## config.mk

```make
export PLATFORM = sky130hd
export DESIGN_NAME = dcc_regs
export DESIGN_NICKNAME = d
export VERILOG_FILES = /design/src/dcc_pkg.sv /design/src/dcc_regs.sv
export SDC_FILE = /design/constraint.sdc
export NUM_CORES = 1
export LEC_CHECK = 0
export BUFFER_PORTS_ARGS = -buffer_cell sky130_fd_sc_hd__buf_2
export CELL_PAD_IN_SITES_DETAIL_PLACEMENT = 1
export CELL_PAD_IN_SITES_GLOBAL_PLACEMENT = 1
export CORE_MARGIN = 5
export CORE_UTILIZATION = 43
export DETAILED_ROUTE_END_ITERATION = 10
export GPL_ROUTABILITY_DRIVEN = 0
export GPL_TIMING_DRIVEN = 1
export PLACE_DENSITY = 0.84
export SYNTH_ARGS = -nofsm -noshare
export SYNTH_HDL_FRONTEND = slang
export SYNTH_SLANG_ARGS = --single-unit
```

## constraint.sdc

```tcl
create_clock -name clk_i -period 2.66 [get_ports clk_i]
set_clock_uncertainty 0.05 [all_clocks]
set_input_delay 0.532 -clock clk_i [delete_from_list [all_inputs] [get_ports clk_i]]
set_output_delay 0.532 -clock clk_i [all_outputs]
set_load 0.02 [all_outputs]
```

## src/dcc_pkg.sv

```systemverilog
// Package for the DAC code and calibration register bank
package dcc_pkg;
    localparam logic [15:0] DCC_OFS_CODE = 16'h2048;
    localparam logic [15:0] DCC_OFS_LOCK = 16'h2230;
    localparam logic [15:0] DCC_OFS_GAIN = 16'h2260;
    localparam logic [15:0] DCC_OFS_OFF_ON_LP = 16'h2264;
    localparam logic [15:0] DCC_OFS_OFF_OFF_LP = 16'h2268;
    localparam logic [15:0] DCC_OFS_OFF_ON_HS = 16'h22b8;
    localparam logic [15:0] DCC_OFS_OFF_OFF_HS = 16'h22bc;
    localparam logic [15:0] DCC_OFS_CONFIG = 16'h2010;
    localparam logic [11:0] DCC_RST_CODE = 12'h800;
    localparam logic [11:0] DCC_RST_GAIN = 12'h800;
    localparam logic [11:0] DCC_RST_OFFSET = 12'h000;
    localparam logic [31:0] DCC_RST_LOCK = 32'hde87a5a0;
    localparam logic [31:0] DCC_UNLOCK_KEY = 32'hde87a5af;
    localparam int DCC_GAIN_SEL_BIT = 12;
    localparam int DCC_ATTEN_BIT = 0;
    localparam int DCC_HIPOWER_BIT = 16;
    localparam logic [1:0] DCC_RESP_OKAY = 2'b00;
    localparam logic [1:0] DCC_RESP_SLVERR = 2'b10;

    typedef struct packed {
        logic [11:0] code;
        logic [31:0] lock;
        logic [11:0] gain;
        logic [11:0] off_on_lp;
        logic [11:0] off_off_lp;
        logic [11:0] off_on_hs;
        logic [11:0] off_off_hs;
        logic gain_sel;
        logic atten_en;
        logic hi_power;
        logic [15:0] aw_addr;
        logic aw_full;
        logic [31:0] w_data;
        logic [3:0] w_strb;
        logic w_full;
        logic awready;
        logic wready;
        logic bvalid;
        logic [1:0] bresp;
        logic arready;
        logic rvalid;
        logic [31:0] rdata;
        logic [1:0] rresp;
        logic [11:0] dac_code;
        logic [11:0] gain_trim;
        logic [11:0] offset_trim;
    } dcc_state_s;
endpackage : dcc_pkg

```

## src/dcc_regs.sv

```systemverilog
// AXI4-Lite register bank for DAC code, gain trim and offset trims
`timescale 1ns/1ps
`default_nettype none
module dcc_regs
    import dcc_pkg::*;
#(
    parameter int CODE_W = 12
)
(
    input wire logic clk_i,
    input wire logic reset_i,
    input wire logic [15:0] s_axi_awaddr_i,
    input wire logic s_axi_awvalid_i,
    output logic s_axi_awready_o,
    input wire logic [31:0] s_axi_wdata_i,
    input wire logic [3:0] s_axi_wstrb_i,
    input wire logic s_axi_wvalid_i,
    output logic s_axi_wready_o,
    output logic [1:0] s_axi_bresp_o,
    output logic s_axi_bvalid_o,
    input wire logic s_axi_bready_i,
    input wire logic [15:0] s_axi_araddr_i,
    input wire logic s_axi_arvalid_i,
    output logic s_axi_arready_o,
    output logic [31:0] s_axi_rdata_o,
    output logic [1:0] s_axi_rresp_o,
    output logic s_axi_rvalid_o,
    input wire logic s_axi_rready_i,
    output logic [CODE_W-1:0] dac_code_o,
    output logic [CODE_W-1:0] gain_trim_o,
    output logic [CODE_W-1:0] offset_trim_o,
    output logic excitation_gain_select_o,
    output logic attenuator_enable_o,
    output logic high_power_o
);
    dcc_state_s st;
    dcc_state_s next_st;
    logic unlocked;
    logic [31:0] wmask;
    logic [31:0] wval;
    logic [31:0] rd;
    logic rd_hit;
    logic wr_go;

    // Trim fields are fixed at twelve bits in the shared state record
    if (CODE_W != 12) begin : g_code_w_check
        $error("dcc_regs serves only CODE_W of 12");
    end

    // Registered ports keep every output straight from a flip-flop
    assign s_axi_awready_o = st.awready;
    assign s_axi_wready_o = st.wready;

    function automatic logic [11:0] merge12(input logic [11:0] old,
            input logic [31:0] val, input logic [31:0] m);
        merge12 = (old & ~m[11:0]) | (val[11:0] & m[11:0]);
    endfunction : merge12

    always_comb begin
        unlocked = (st.lock == DCC_UNLOCK_KEY);
        for (int i = 0; i < 4; i++) begin
            wmask[i*8 +: 8] = {8{st.w_strb[i]}};
        end
        wval = st.w_data;
        wr_go = st.aw_full && st.w_full && !st.bvalid;
        rd_hit = 1'b1;
        case (s_axi_araddr_i & 16'hfffc)
            DCC_OFS_CODE: rd = {20'h0, st.code};
            DCC_OFS_LOCK: rd = st.lock;
            DCC_OFS_GAIN: rd = {20'h0, st.gain};
            DCC_OFS_OFF_ON_LP: rd = {20'h0, st.off_on_lp};
            DCC_OFS_OFF_OFF_LP: rd = {20'h0, st.off_off_lp};
            DCC_OFS_OFF_ON_HS: rd = {20'h0, st.off_on_hs};
            DCC_OFS_OFF_OFF_HS: rd = {20'h0, st.off_off_hs};
            DCC_OFS_CONFIG: rd = {15'h0, st.hi_power, 3'h0, st.gain_sel,
                                  11'h0, st.atten_en};
            default: begin
                rd = 32'h0;
                rd_hit = 1'b0;
            end
        endcase

        next_st = st;
        if (s_axi_awvalid_i && !st.aw_full) begin
            next_st.aw_addr = s_axi_awaddr_i & 16'hfffc;
            next_st.aw_full = 1'b1;
        end
        if (s_axi_wvalid_i && !st.w_full) begin
            next_st.w_data = s_axi_wdata_i;
            next_st.w_strb = s_axi_wstrb_i;
            next_st.w_full = 1'b1;
        end
        if (st.bvalid && s_axi_bready_i) begin
            next_st.bvalid = 1'b0;
        end
        if (wr_go) begin
            next_st.aw_full = 1'b0;
            next_st.w_full = 1'b0;
            next_st.bvalid = 1'b1;
            next_st.bresp = DCC_RESP_OKAY;
            case (st.aw_addr)
                DCC_OFS_CODE: next_st.code = merge12(st.code, wval, wmask);
                DCC_OFS_LOCK: next_st.lock = (st.lock & ~wmask) |
                                             (wval & wmask);
                DCC_OFS_GAIN: if (unlocked)
                    next_st.gain = merge12(st.gain, wval, wmask);
                DCC_OFS_OFF_ON_LP: if (unlocked)
                    next_st.off_on_lp = merge12(st.off_on_lp, wval, wmask);
                DCC_OFS_OFF_OFF_LP: if (unlocked)
                    next_st.off_off_lp = merge12(st.off_off_lp, wval, wmask);
                DCC_OFS_OFF_ON_HS: if (unlocked)
                    next_st.off_on_hs = merge12(st.off_on_hs, wval, wmask);
                DCC_OFS_OFF_OFF_HS: if (unlocked)
                    next_st.off_off_hs = merge12(st.off_off_hs, wval, wmask);
                DCC_OFS_CONFIG: begin
                    if (st.w_strb[0]) next_st.atten_en = wval[DCC_ATTEN_BIT];
                    if (st.w_strb[1])
                        next_st.gain_sel = wval[DCC_GAIN_SEL_BIT];
                    if (st.w_strb[2])
                        next_st.hi_power = wval[DCC_HIPOWER_BIT];
                end
                default: next_st.bresp = DCC_RESP_SLVERR;
            endcase
        end
        next_st.arready = 1'b0;
        if (st.rvalid && s_axi_rready_i) begin
            next_st.rvalid = 1'b0;
        end
        if (s_axi_arvalid_i && !st.rvalid && !st.arready) begin
            next_st.arready = 1'b1;
            next_st.rvalid = 1'b1;
            next_st.rdata = rd;
            next_st.rresp = rd_hit ? DCC_RESP_OKAY : DCC_RESP_SLVERR;
        end
        next_st.dac_code = st.code;
        next_st.gain_trim = st.gain;
        if (st.hi_power) begin
            next_st.offset_trim = st.atten_en ? st.off_on_hs : st.off_off_hs;
        end else begin
            next_st.offset_trim = st.atten_en ? st.off_on_lp : st.off_off_lp;
        end
        // Ready kept as its own flop so the bus never sees a gate
        next_st.awready = ~next_st.aw_full;
        next_st.wready = ~next_st.w_full;
    end

    always_ff @(posedge clk_i) begin
        if (reset_i) begin
            st <= '0;
            st.awready <= 1'b1;
            st.wready <= 1'b1;
            st.code <= DCC_RST_CODE;
            st.dac_code <= DCC_RST_CODE;
            st.lock <= DCC_RST_LOCK;
            st.gain <= DCC_RST_GAIN;
            st.gain_trim <= DCC_RST_GAIN;
            st.off_on_lp <= DCC_RST_OFFSET;
            st.off_off_lp <= DCC_RST_OFFSET;
            st.off_on_hs <= DCC_RST_OFFSET;
            st.off_off_hs <= DCC_RST_OFFSET;
        end else begin
            st <= next_st;
        end
    end

    assign s_axi_bvalid_o = st.bvalid;
    assign s_axi_bresp_o = st.bresp;
    assign s_axi_arready_o = st.arready;
    assign s_axi_rvalid_o = st.rvalid;
    assign s_axi_rdata_o = st.rdata;
    assign s_axi_rresp_o = st.rresp;
    assign dac_code_o = st.dac_code;
    assign gain_trim_o = st.gain_trim;
    assign offset_trim_o = st.offset_trim;
    assign excitation_gain_select_o = st.gain_sel;
    assign attenuator_enable_o = st.atten_en;
    assign high_power_o = st.hi_power;

    // Helper: last write was a locked trim write
    logic locked_trim_wr;
    assign locked_trim_wr = wr_go && !unlocked &&
        (st.aw_addr == DCC_OFS_GAIN || st.aw_addr == DCC_OFS_OFF_ON_LP ||
         st.aw_addr == DCC_OFS_OFF_OFF_LP || st.aw_addr == DCC_OFS_OFF_ON_HS ||
         st.aw_addr == DCC_OFS_OFF_OFF_HS);
endmodule : dcc_regs
`default_nettype wire

```

==> results.py, run 1 <==
metrics = {
    "logic_synthesis": {
        "yosys.area_share.simple_pct": 21.62,
        "synth.largest_area_cell": "dfxtp_1",
        "synthArstFlopShare_pct": 0,
        "synth-seq-cells": 234,
        "ys_top_cells_by_count": "dfxtp_1 (234), nand2_1 (153), nor2_1 (112)",
        "synth.yosys.warnings": 0,
        "synthDistinctLibCells": 64,
        "ys_top_cells_by_area": "dfxtp_1 (46%), mux2i_1 (8.8%), nand2_1 (5.6%)",
        "synth.area.mux_share_pct": 12.48,
        "synth-compound-area-share_pct": 10.75,
        "yosysSeqAreaShare_pct": 45.96,
        "synth_xor_area_share_pct": 0.1719,
        "synth_top_flop_cell": "dfxtp_1",
        "synth_fa_ha_area_share_pct": 0,
        "synth_top_area_share_pct": 45.96,
        "synth_area_sq_um": 10190,
        "synth_most_common_cell": "dfxtp_1",
        "syn_avg_cell_area_sq_um": 9.317,
        "netlist_instances": 1094,
        "synth_top_family_by_area": "simple AND/OR/NAND/NOR gates",
        "synth-edff-count": 0,
    },
    "grt": {
        "grt_pass1_wl_um": 45280,
        "grt_max_degree": 81,
        "grt_pass1_vias": 8500,
        "overflow": 0,
        "grt_antenna_before_repair": 2,
        "grt_usage_pct": 21.10,
    },
    "clock_tree": {
        "post_cts_buffers": 0,
        "cts-resized-gates": 0,
        "cts.sinks": 234,
        "clockBufferDepth": 3,
        "cts_tree": "yes",
        "insertion_delay_ps": 530,
        "root_buffer": "clkbuf_16",
        "ctsHtreeMaxLevel": 1,
        "cts_buffers": 26,
        "hold_buffers": 0,
        "cts.clk_slew.worst_paths_ps": 60,
    },
    "critical_path": {
        "worst_path_max_delay_cell": "or4b_1",
        "cp.arrival_ps": 2700,
        "critPathTopFamily": "simple AND/OR/NAND/NOR gates",
        "cp-start-kind": "register",
        "endpoint_kind": "register",
        "slowest_delay_ps": 690,
        "cp.required_ps": 3010,
        "timing.critical_path.buf_inv": 1,
        "critPathKind": "register to register",
        "cp_max_fo": 8,
        "path_cells": "or4b_1, nor4_4, buf_4, nand4_4, mux2i_1, nor2_1",
    },
    "hold_path": {
        "worst_hold_path_type": "input pin to register",
    },
    "floorplanning": {
        "core_area_sq_um": 23400,
        "rows": 56,
        "dieArea_sq_um": 26880,
        "ios": 155,
        "chipWidth_um": 164.0,
        "chipHeight_um": 164.0,
        "start_util_pct": 43.55,
    },
    "layout": {
        "nets": 1244,
        "fill_cells": 2748,
        "diodes": 0,
        "area_growth_pct": 14.84,
        "drive_above_1_share_pct": 24.14,
    },
    "timing": {
        "finalHoldViolations": 0,
        "post-route-period-util_pct": 88.17,
        "rsz0062_at_grt": "false",
        "drv_slew": 0,
        "relSlewSlack_pct": 57.87,
        "fmax_ghz": 0.4264,
        "tightest_slew_ps": 631.0,
        "setup_viol": 0,
        "hold_ws_ps": 195.0,
        "fin_tns_setup_ps": 0,
        "post-route-min-period_ps": 2345,
    },
    "run": {
        "maxCapViolCount": 0,
    },
    "route": {
        "dr.pass1.iters": 5,
        "drc": 0,
        "wl_per_cell_um": 19.21,
        "antenna_left": 0,
        "drt_iter0_drc": 503,
        "drt-total-wl_um": 28900,
        "vias": 8154,
        "vias_per_cell": 5.422,
    },
    "power_and_ir_drop": {
        "finalPower_mw": 7.600,
        "powerDensity_nw_per_um2": 649.3,
        "irDropWorstVdd_mv": 0.4804,
        "leakage_nw": 5.067,
    },
    "placed_design": {
        "hpwl_um": 19910,
        "io_buffer_count": 148,
    },
    "run_status": {
        "status": "finished clean",
    },
}
## layer usage
metal	GRT usage, %	part of all wire (%)	routed length, um	vias to the layer above
met3	3.839	6.2	1800	53
met2	36.62	49	14120	268
met5	0	0.073	21	-
met4	5.757	2.3	674	4
li1	-	-	-	3853
met1	27.04	42	12280	3976
## worst min-delay path: cells and delay by family
family	cells	cell delay, ps
AO/OA/AOI/OAI	1	50
buffers and inverters	1	100
AND/OR/NAND/NOR	1	50
## worst paths after layout
path | end | slack, ps | cells after the start | from
hold reg to reg | s_axi_rdata_o[14] | 400 | 2 | s_axi_rdata_o[14]
hold / removal | st[80] | 200 | 3 | s_axi_wstrb_i[2]
setup / recovery | register | 310 | 6 | register
setup reg to reg | register | 310 | 6 | register
## kinds of logic after synthesis
kind of cell,count (synthesis)
buffers and inverters,165
and+or+nand+nor,412
DFF,234
muxes,111
other,1
xor gates and xnor gates,2
AOI/OAI and AO/OA,169
## final cells by class
type,count,area [sq um],share of cell area (%)
repair buffers,187,1065,9.097
flip-flops and latches,234,4684,40.02
multi-input cells,696,4623,39.50
well taps,319,399.1,3.410
clock buffers,41,778.2,6.649
inverters,24,90.09,0.7696
clock inverters,3,65.06,0.5559
## report_power, final
| group | switching [mW] | internal, mW | total, mW |
|---|---|---|---|
| combinational | 0.251 | 0.139 | 0.391 |
| clock | 1.41 | 2.18 | 3.59 |
| sequential | 0.0625 | 3.56 | 3.62 |
| total | 1.72 | 5.88 | 7.60 |
## metrics by stage
step | setup WS, ps | instances | utilization (%) | cell area [sq um]
2_1_floorplan | 347.9 | 1095 | - | 10200
3_5_place_dp | 47.15 | 1460 | 46.41 | 10860
5_1_grt | 217.9 | 1504 | 50.02 | 11710
6_report | 314.6 | 1504 | 50.02 | 11710
4_1_cts | 278.0 | 1504 | 50.02 | 11710
3_3_place_gp | 148.6 | 1460 | 46.41 | 10860
## cell usage in the layout (no fill, tap or decap), types with 3 or more instances in the layout
master / Yosys / layout
a221oi_1: 19 / 19
nor4_4: 3 / 3
mux4_2: 12 / 12
clkbuf_8: 0 / 5
nor4bb_1: 4 / 4
o21ai_0: 13 / 13
a21oi_1: 79 / 79
o2bb2ai_1: 3 / 3
o21ai_1: 6 / 6
nand4_4: 6 / 6
a22o_1: 3 / 3
nand4bb_1: 4 / 4
nand4_1: 8 / 8
inv_1: 24 / 24
nand3b_1: 3 / 3
a22oi_1: 7 / 7
nor2_1: 112 / 112
nor2b_1: 38 / 37
or4b_2: 3 / 3
nand4b_1: 4 / 4
a211o_1: 18 / 18
nand2b_1: 14 / 14
clkbuf_16: 0 / 27
nand4_2: 4 / 4
mux2_2: 9 / 9
dfxtp_1: 234 / 234
buf_2: 5 / 147
or2_2: 4 / 4
nand2_1: 153 / 153
buf_4: 73 / 37
nor3_1: 3 / 3
a211oi_1: 3 / 3
o21ai_2: 8 / 8
mux2i_1: 90 / 90
nand3_1: 20 / 20
nor4_1: 3 / 3
clkbuf_1: 57 / 9
Power figures use the tool's default switching activity.
==> inputs of run 2 (changes only) <==
--- a/config.mk
+++ b/config.mk
@@ -8,12 +8,14 @@
 export BUFFER_PORTS_ARGS = -buffer_cell sky130_fd_sc_hd__buf_2
 export CELL_PAD_IN_SITES_DETAIL_PLACEMENT = 1
 export CELL_PAD_IN_SITES_GLOBAL_PLACEMENT = 1
+export CORE_ASPECT_RATIO = 1.4
 export CORE_MARGIN = 5
 export CORE_UTILIZATION = 43
 export DETAILED_ROUTE_END_ITERATION = 10
 export GPL_ROUTABILITY_DRIVEN = 0
 export GPL_TIMING_DRIVEN = 1
 export PLACE_DENSITY = 0.84
+export SLEW_MARGIN = 20
 export SYNTH_ARGS = -nofsm -noshare
 export SYNTH_HDL_FRONTEND = slang
 export SYNTH_SLANG_ARGS = --single-unit
==> results.py, run 2 (synthesized netlist as in run 1, its figures left out) <==
metrics = {
    "run_status": {
        "status": "finished clean",
    },
    "timing": {
        "drv_slew": 0,
        "rsz0062_at_grt": "false",
        "relSlewSlack_pct": 28.38,
        "setup_viol": 0,
        "tightest_slew_ps": 1071,
        "post-route-period-util_pct": 89.39,
        "fin_tns_setup_ps": 0,
        "post-route-min-period_ps": 2378,
        "fmax_ghz": 0.4206,
        "finalHoldViolations": 0,
    },
    "grt": {
        "grt_pass1_wl_um": 45360,
        "grt_usage_pct": 20.81,
        "overflow": 0,
        "grt_pass1_vias": 8500,
        "grt_max_degree": 57,
        "grt_antenna_before_repair": 0,
    },
    "power_and_ir_drop": {
        "leakage_nw": 5.034,
        "powerDensity_nw_per_um2": 627.3,
        "irDropWorstVdd_mv": 0.5460,
    },
    "clock_tree": {
        "cts.clk_slew.worst_paths_ps": 60,
        "post_cts_buffers": 0,
        "ctsHtreeMaxLevel": 1,
        "cts.sinks": 234,
        "insertion_delay_ps": 510,
        "clockBufferDepth": 3,
        "root_buffer": "clkbuf_16",
        "cts_tree": "yes",
        "hold_buffers": 0,
        "cts-resized-gates": 0,
        "cts_buffers": 23,
    },
    "route": {
        "drc": 0,
        "dr.pass1.iters": 7,
        "drt_iter0_drc": 445,
        "vias_per_cell": 5.450,
        "wl_per_cell_um": 19.24,
        "antenna_left": 0,
        "vias": 8093,
        "drt-total-wl_um": 28570,
    },
    "layout": {
        "post-route-util_pct": 49.85,
        "layout_commonest_cell": "dfxtp_1",
        "area_growth_pct": 13.91,
        "drive_above_1_share_pct": 24.34,
        "nets": 1240,
        "final_cell_mix": "dfxtp_1 (234), nand2_1 (153), buf_2 (147)",
        "diodes": 0,
    },
    "floorplanning": {
        "chipWidth_um": 140.1,
        "rows": 66,
        "chipHeight_um": 192.2,
        "ios": 155,
        "dieArea_sq_um": 26930,
        "start_util_pct": 43.77,
        "core_area_sq_um": 23290,
    },
    "hold_path": {
        "worst_hold_path_type": "input pin to register",
        "hp-start": "s_axi_wdata_i[1]",
    },
    "critical_path": {
        "cp_max_fo": 16,
        "critPathKind": "register to register",
        "cp.arrival_ps": 2710,
        "reg2reg_setup_slack_ps": 280,
        "endpoint_kind": "register",
        "cp.required_ps": 3000,
        "cp-start-kind": "register",
        "r2r.worst_path.cells": 6,
    },
    "placed_design": {
        "io_buffer_count": 148,
        "hpwl_um": 20270,
    },
    "run": {
        "maxCapViolCount": 0,
    },
}
[run 2: changes by cell type in the layout (fill, tap and decap cells not counted), moves of 2 or more]
cell and change:
buf_4 -2, clkbuf_1 -7, clkbuf_16 -4, clkinv_2 +4
[run 2: report_power, final]
group	switching (mW)	internal, mW	total (mW)	leakage (nW)
clock network	1.33	1.94	3.27	0.381
logic	0.246	0.140	0.386	2.76
registers	0.0626	3.56	3.62	1.89
[run 2: through the flow]
stage / setup slack (ps) / instances / hold slack [ps] / power (mW) / instance area [sq um]
2_1_floorplan: 347.9 / 1095 / 381.4 / 3.923 / 10200
3_3_place_gp: 146.4 / 1446 / 389.0 / 4.071 / 10850
3_5_place_dp: 83.82 / 1446 / 399.1 / 4.086 / 10850
4_1_cts: 266.5 / 1485 / 196.4 / 7.349 / 11610
5_1_grt: 161.5 / 1485 / 198.6 / 7.561 / 11610
6_report: 282.3 / 1485 / 208.8 / 7.283 / 11610
[run 2: worst min path at each step]
stage                to  cells after the start
2_1_floorplan   st[128]                      2
3_3_place_gp    st[128]                      2
3_5_place_dp   wval[25]                      2
4_1_cts        wval[28]                      3
5_1_grt        wval[17]                      3
6_report        wval[1]                      3
[run 2: routing by layer]
| metal | global-route usage [%] | routed length, um |
|---|---|---|
| met5 | 0 | 0 |
| met2 | 38.68 | 15050 |
| met3 | 3.288 | 1495 |
| met4 | 5.444 | 638 |
| met1 | 24.89 | 11380 |
[run 2: layout make-up]
cell class,count,area [sq um]
Clock buffer,31,665.6
Clock inverter,8,93.84
Fill cell,2738,11680
Inverter,24,90.09
Multi-Input combinational cell,696,4623
Sequential cell,234,4684
Tap cell,306,382.9
Timing Repair Buffer,186,1070
[run 2: worst max-delay path, cell delays in order (launching register included)]
cell,delay [ps]
dfxtp_1,320
or4b_1,700
nor4_4,330
buf_4,220
nand4_4,340
nand2_1,220
o21ai_2,70
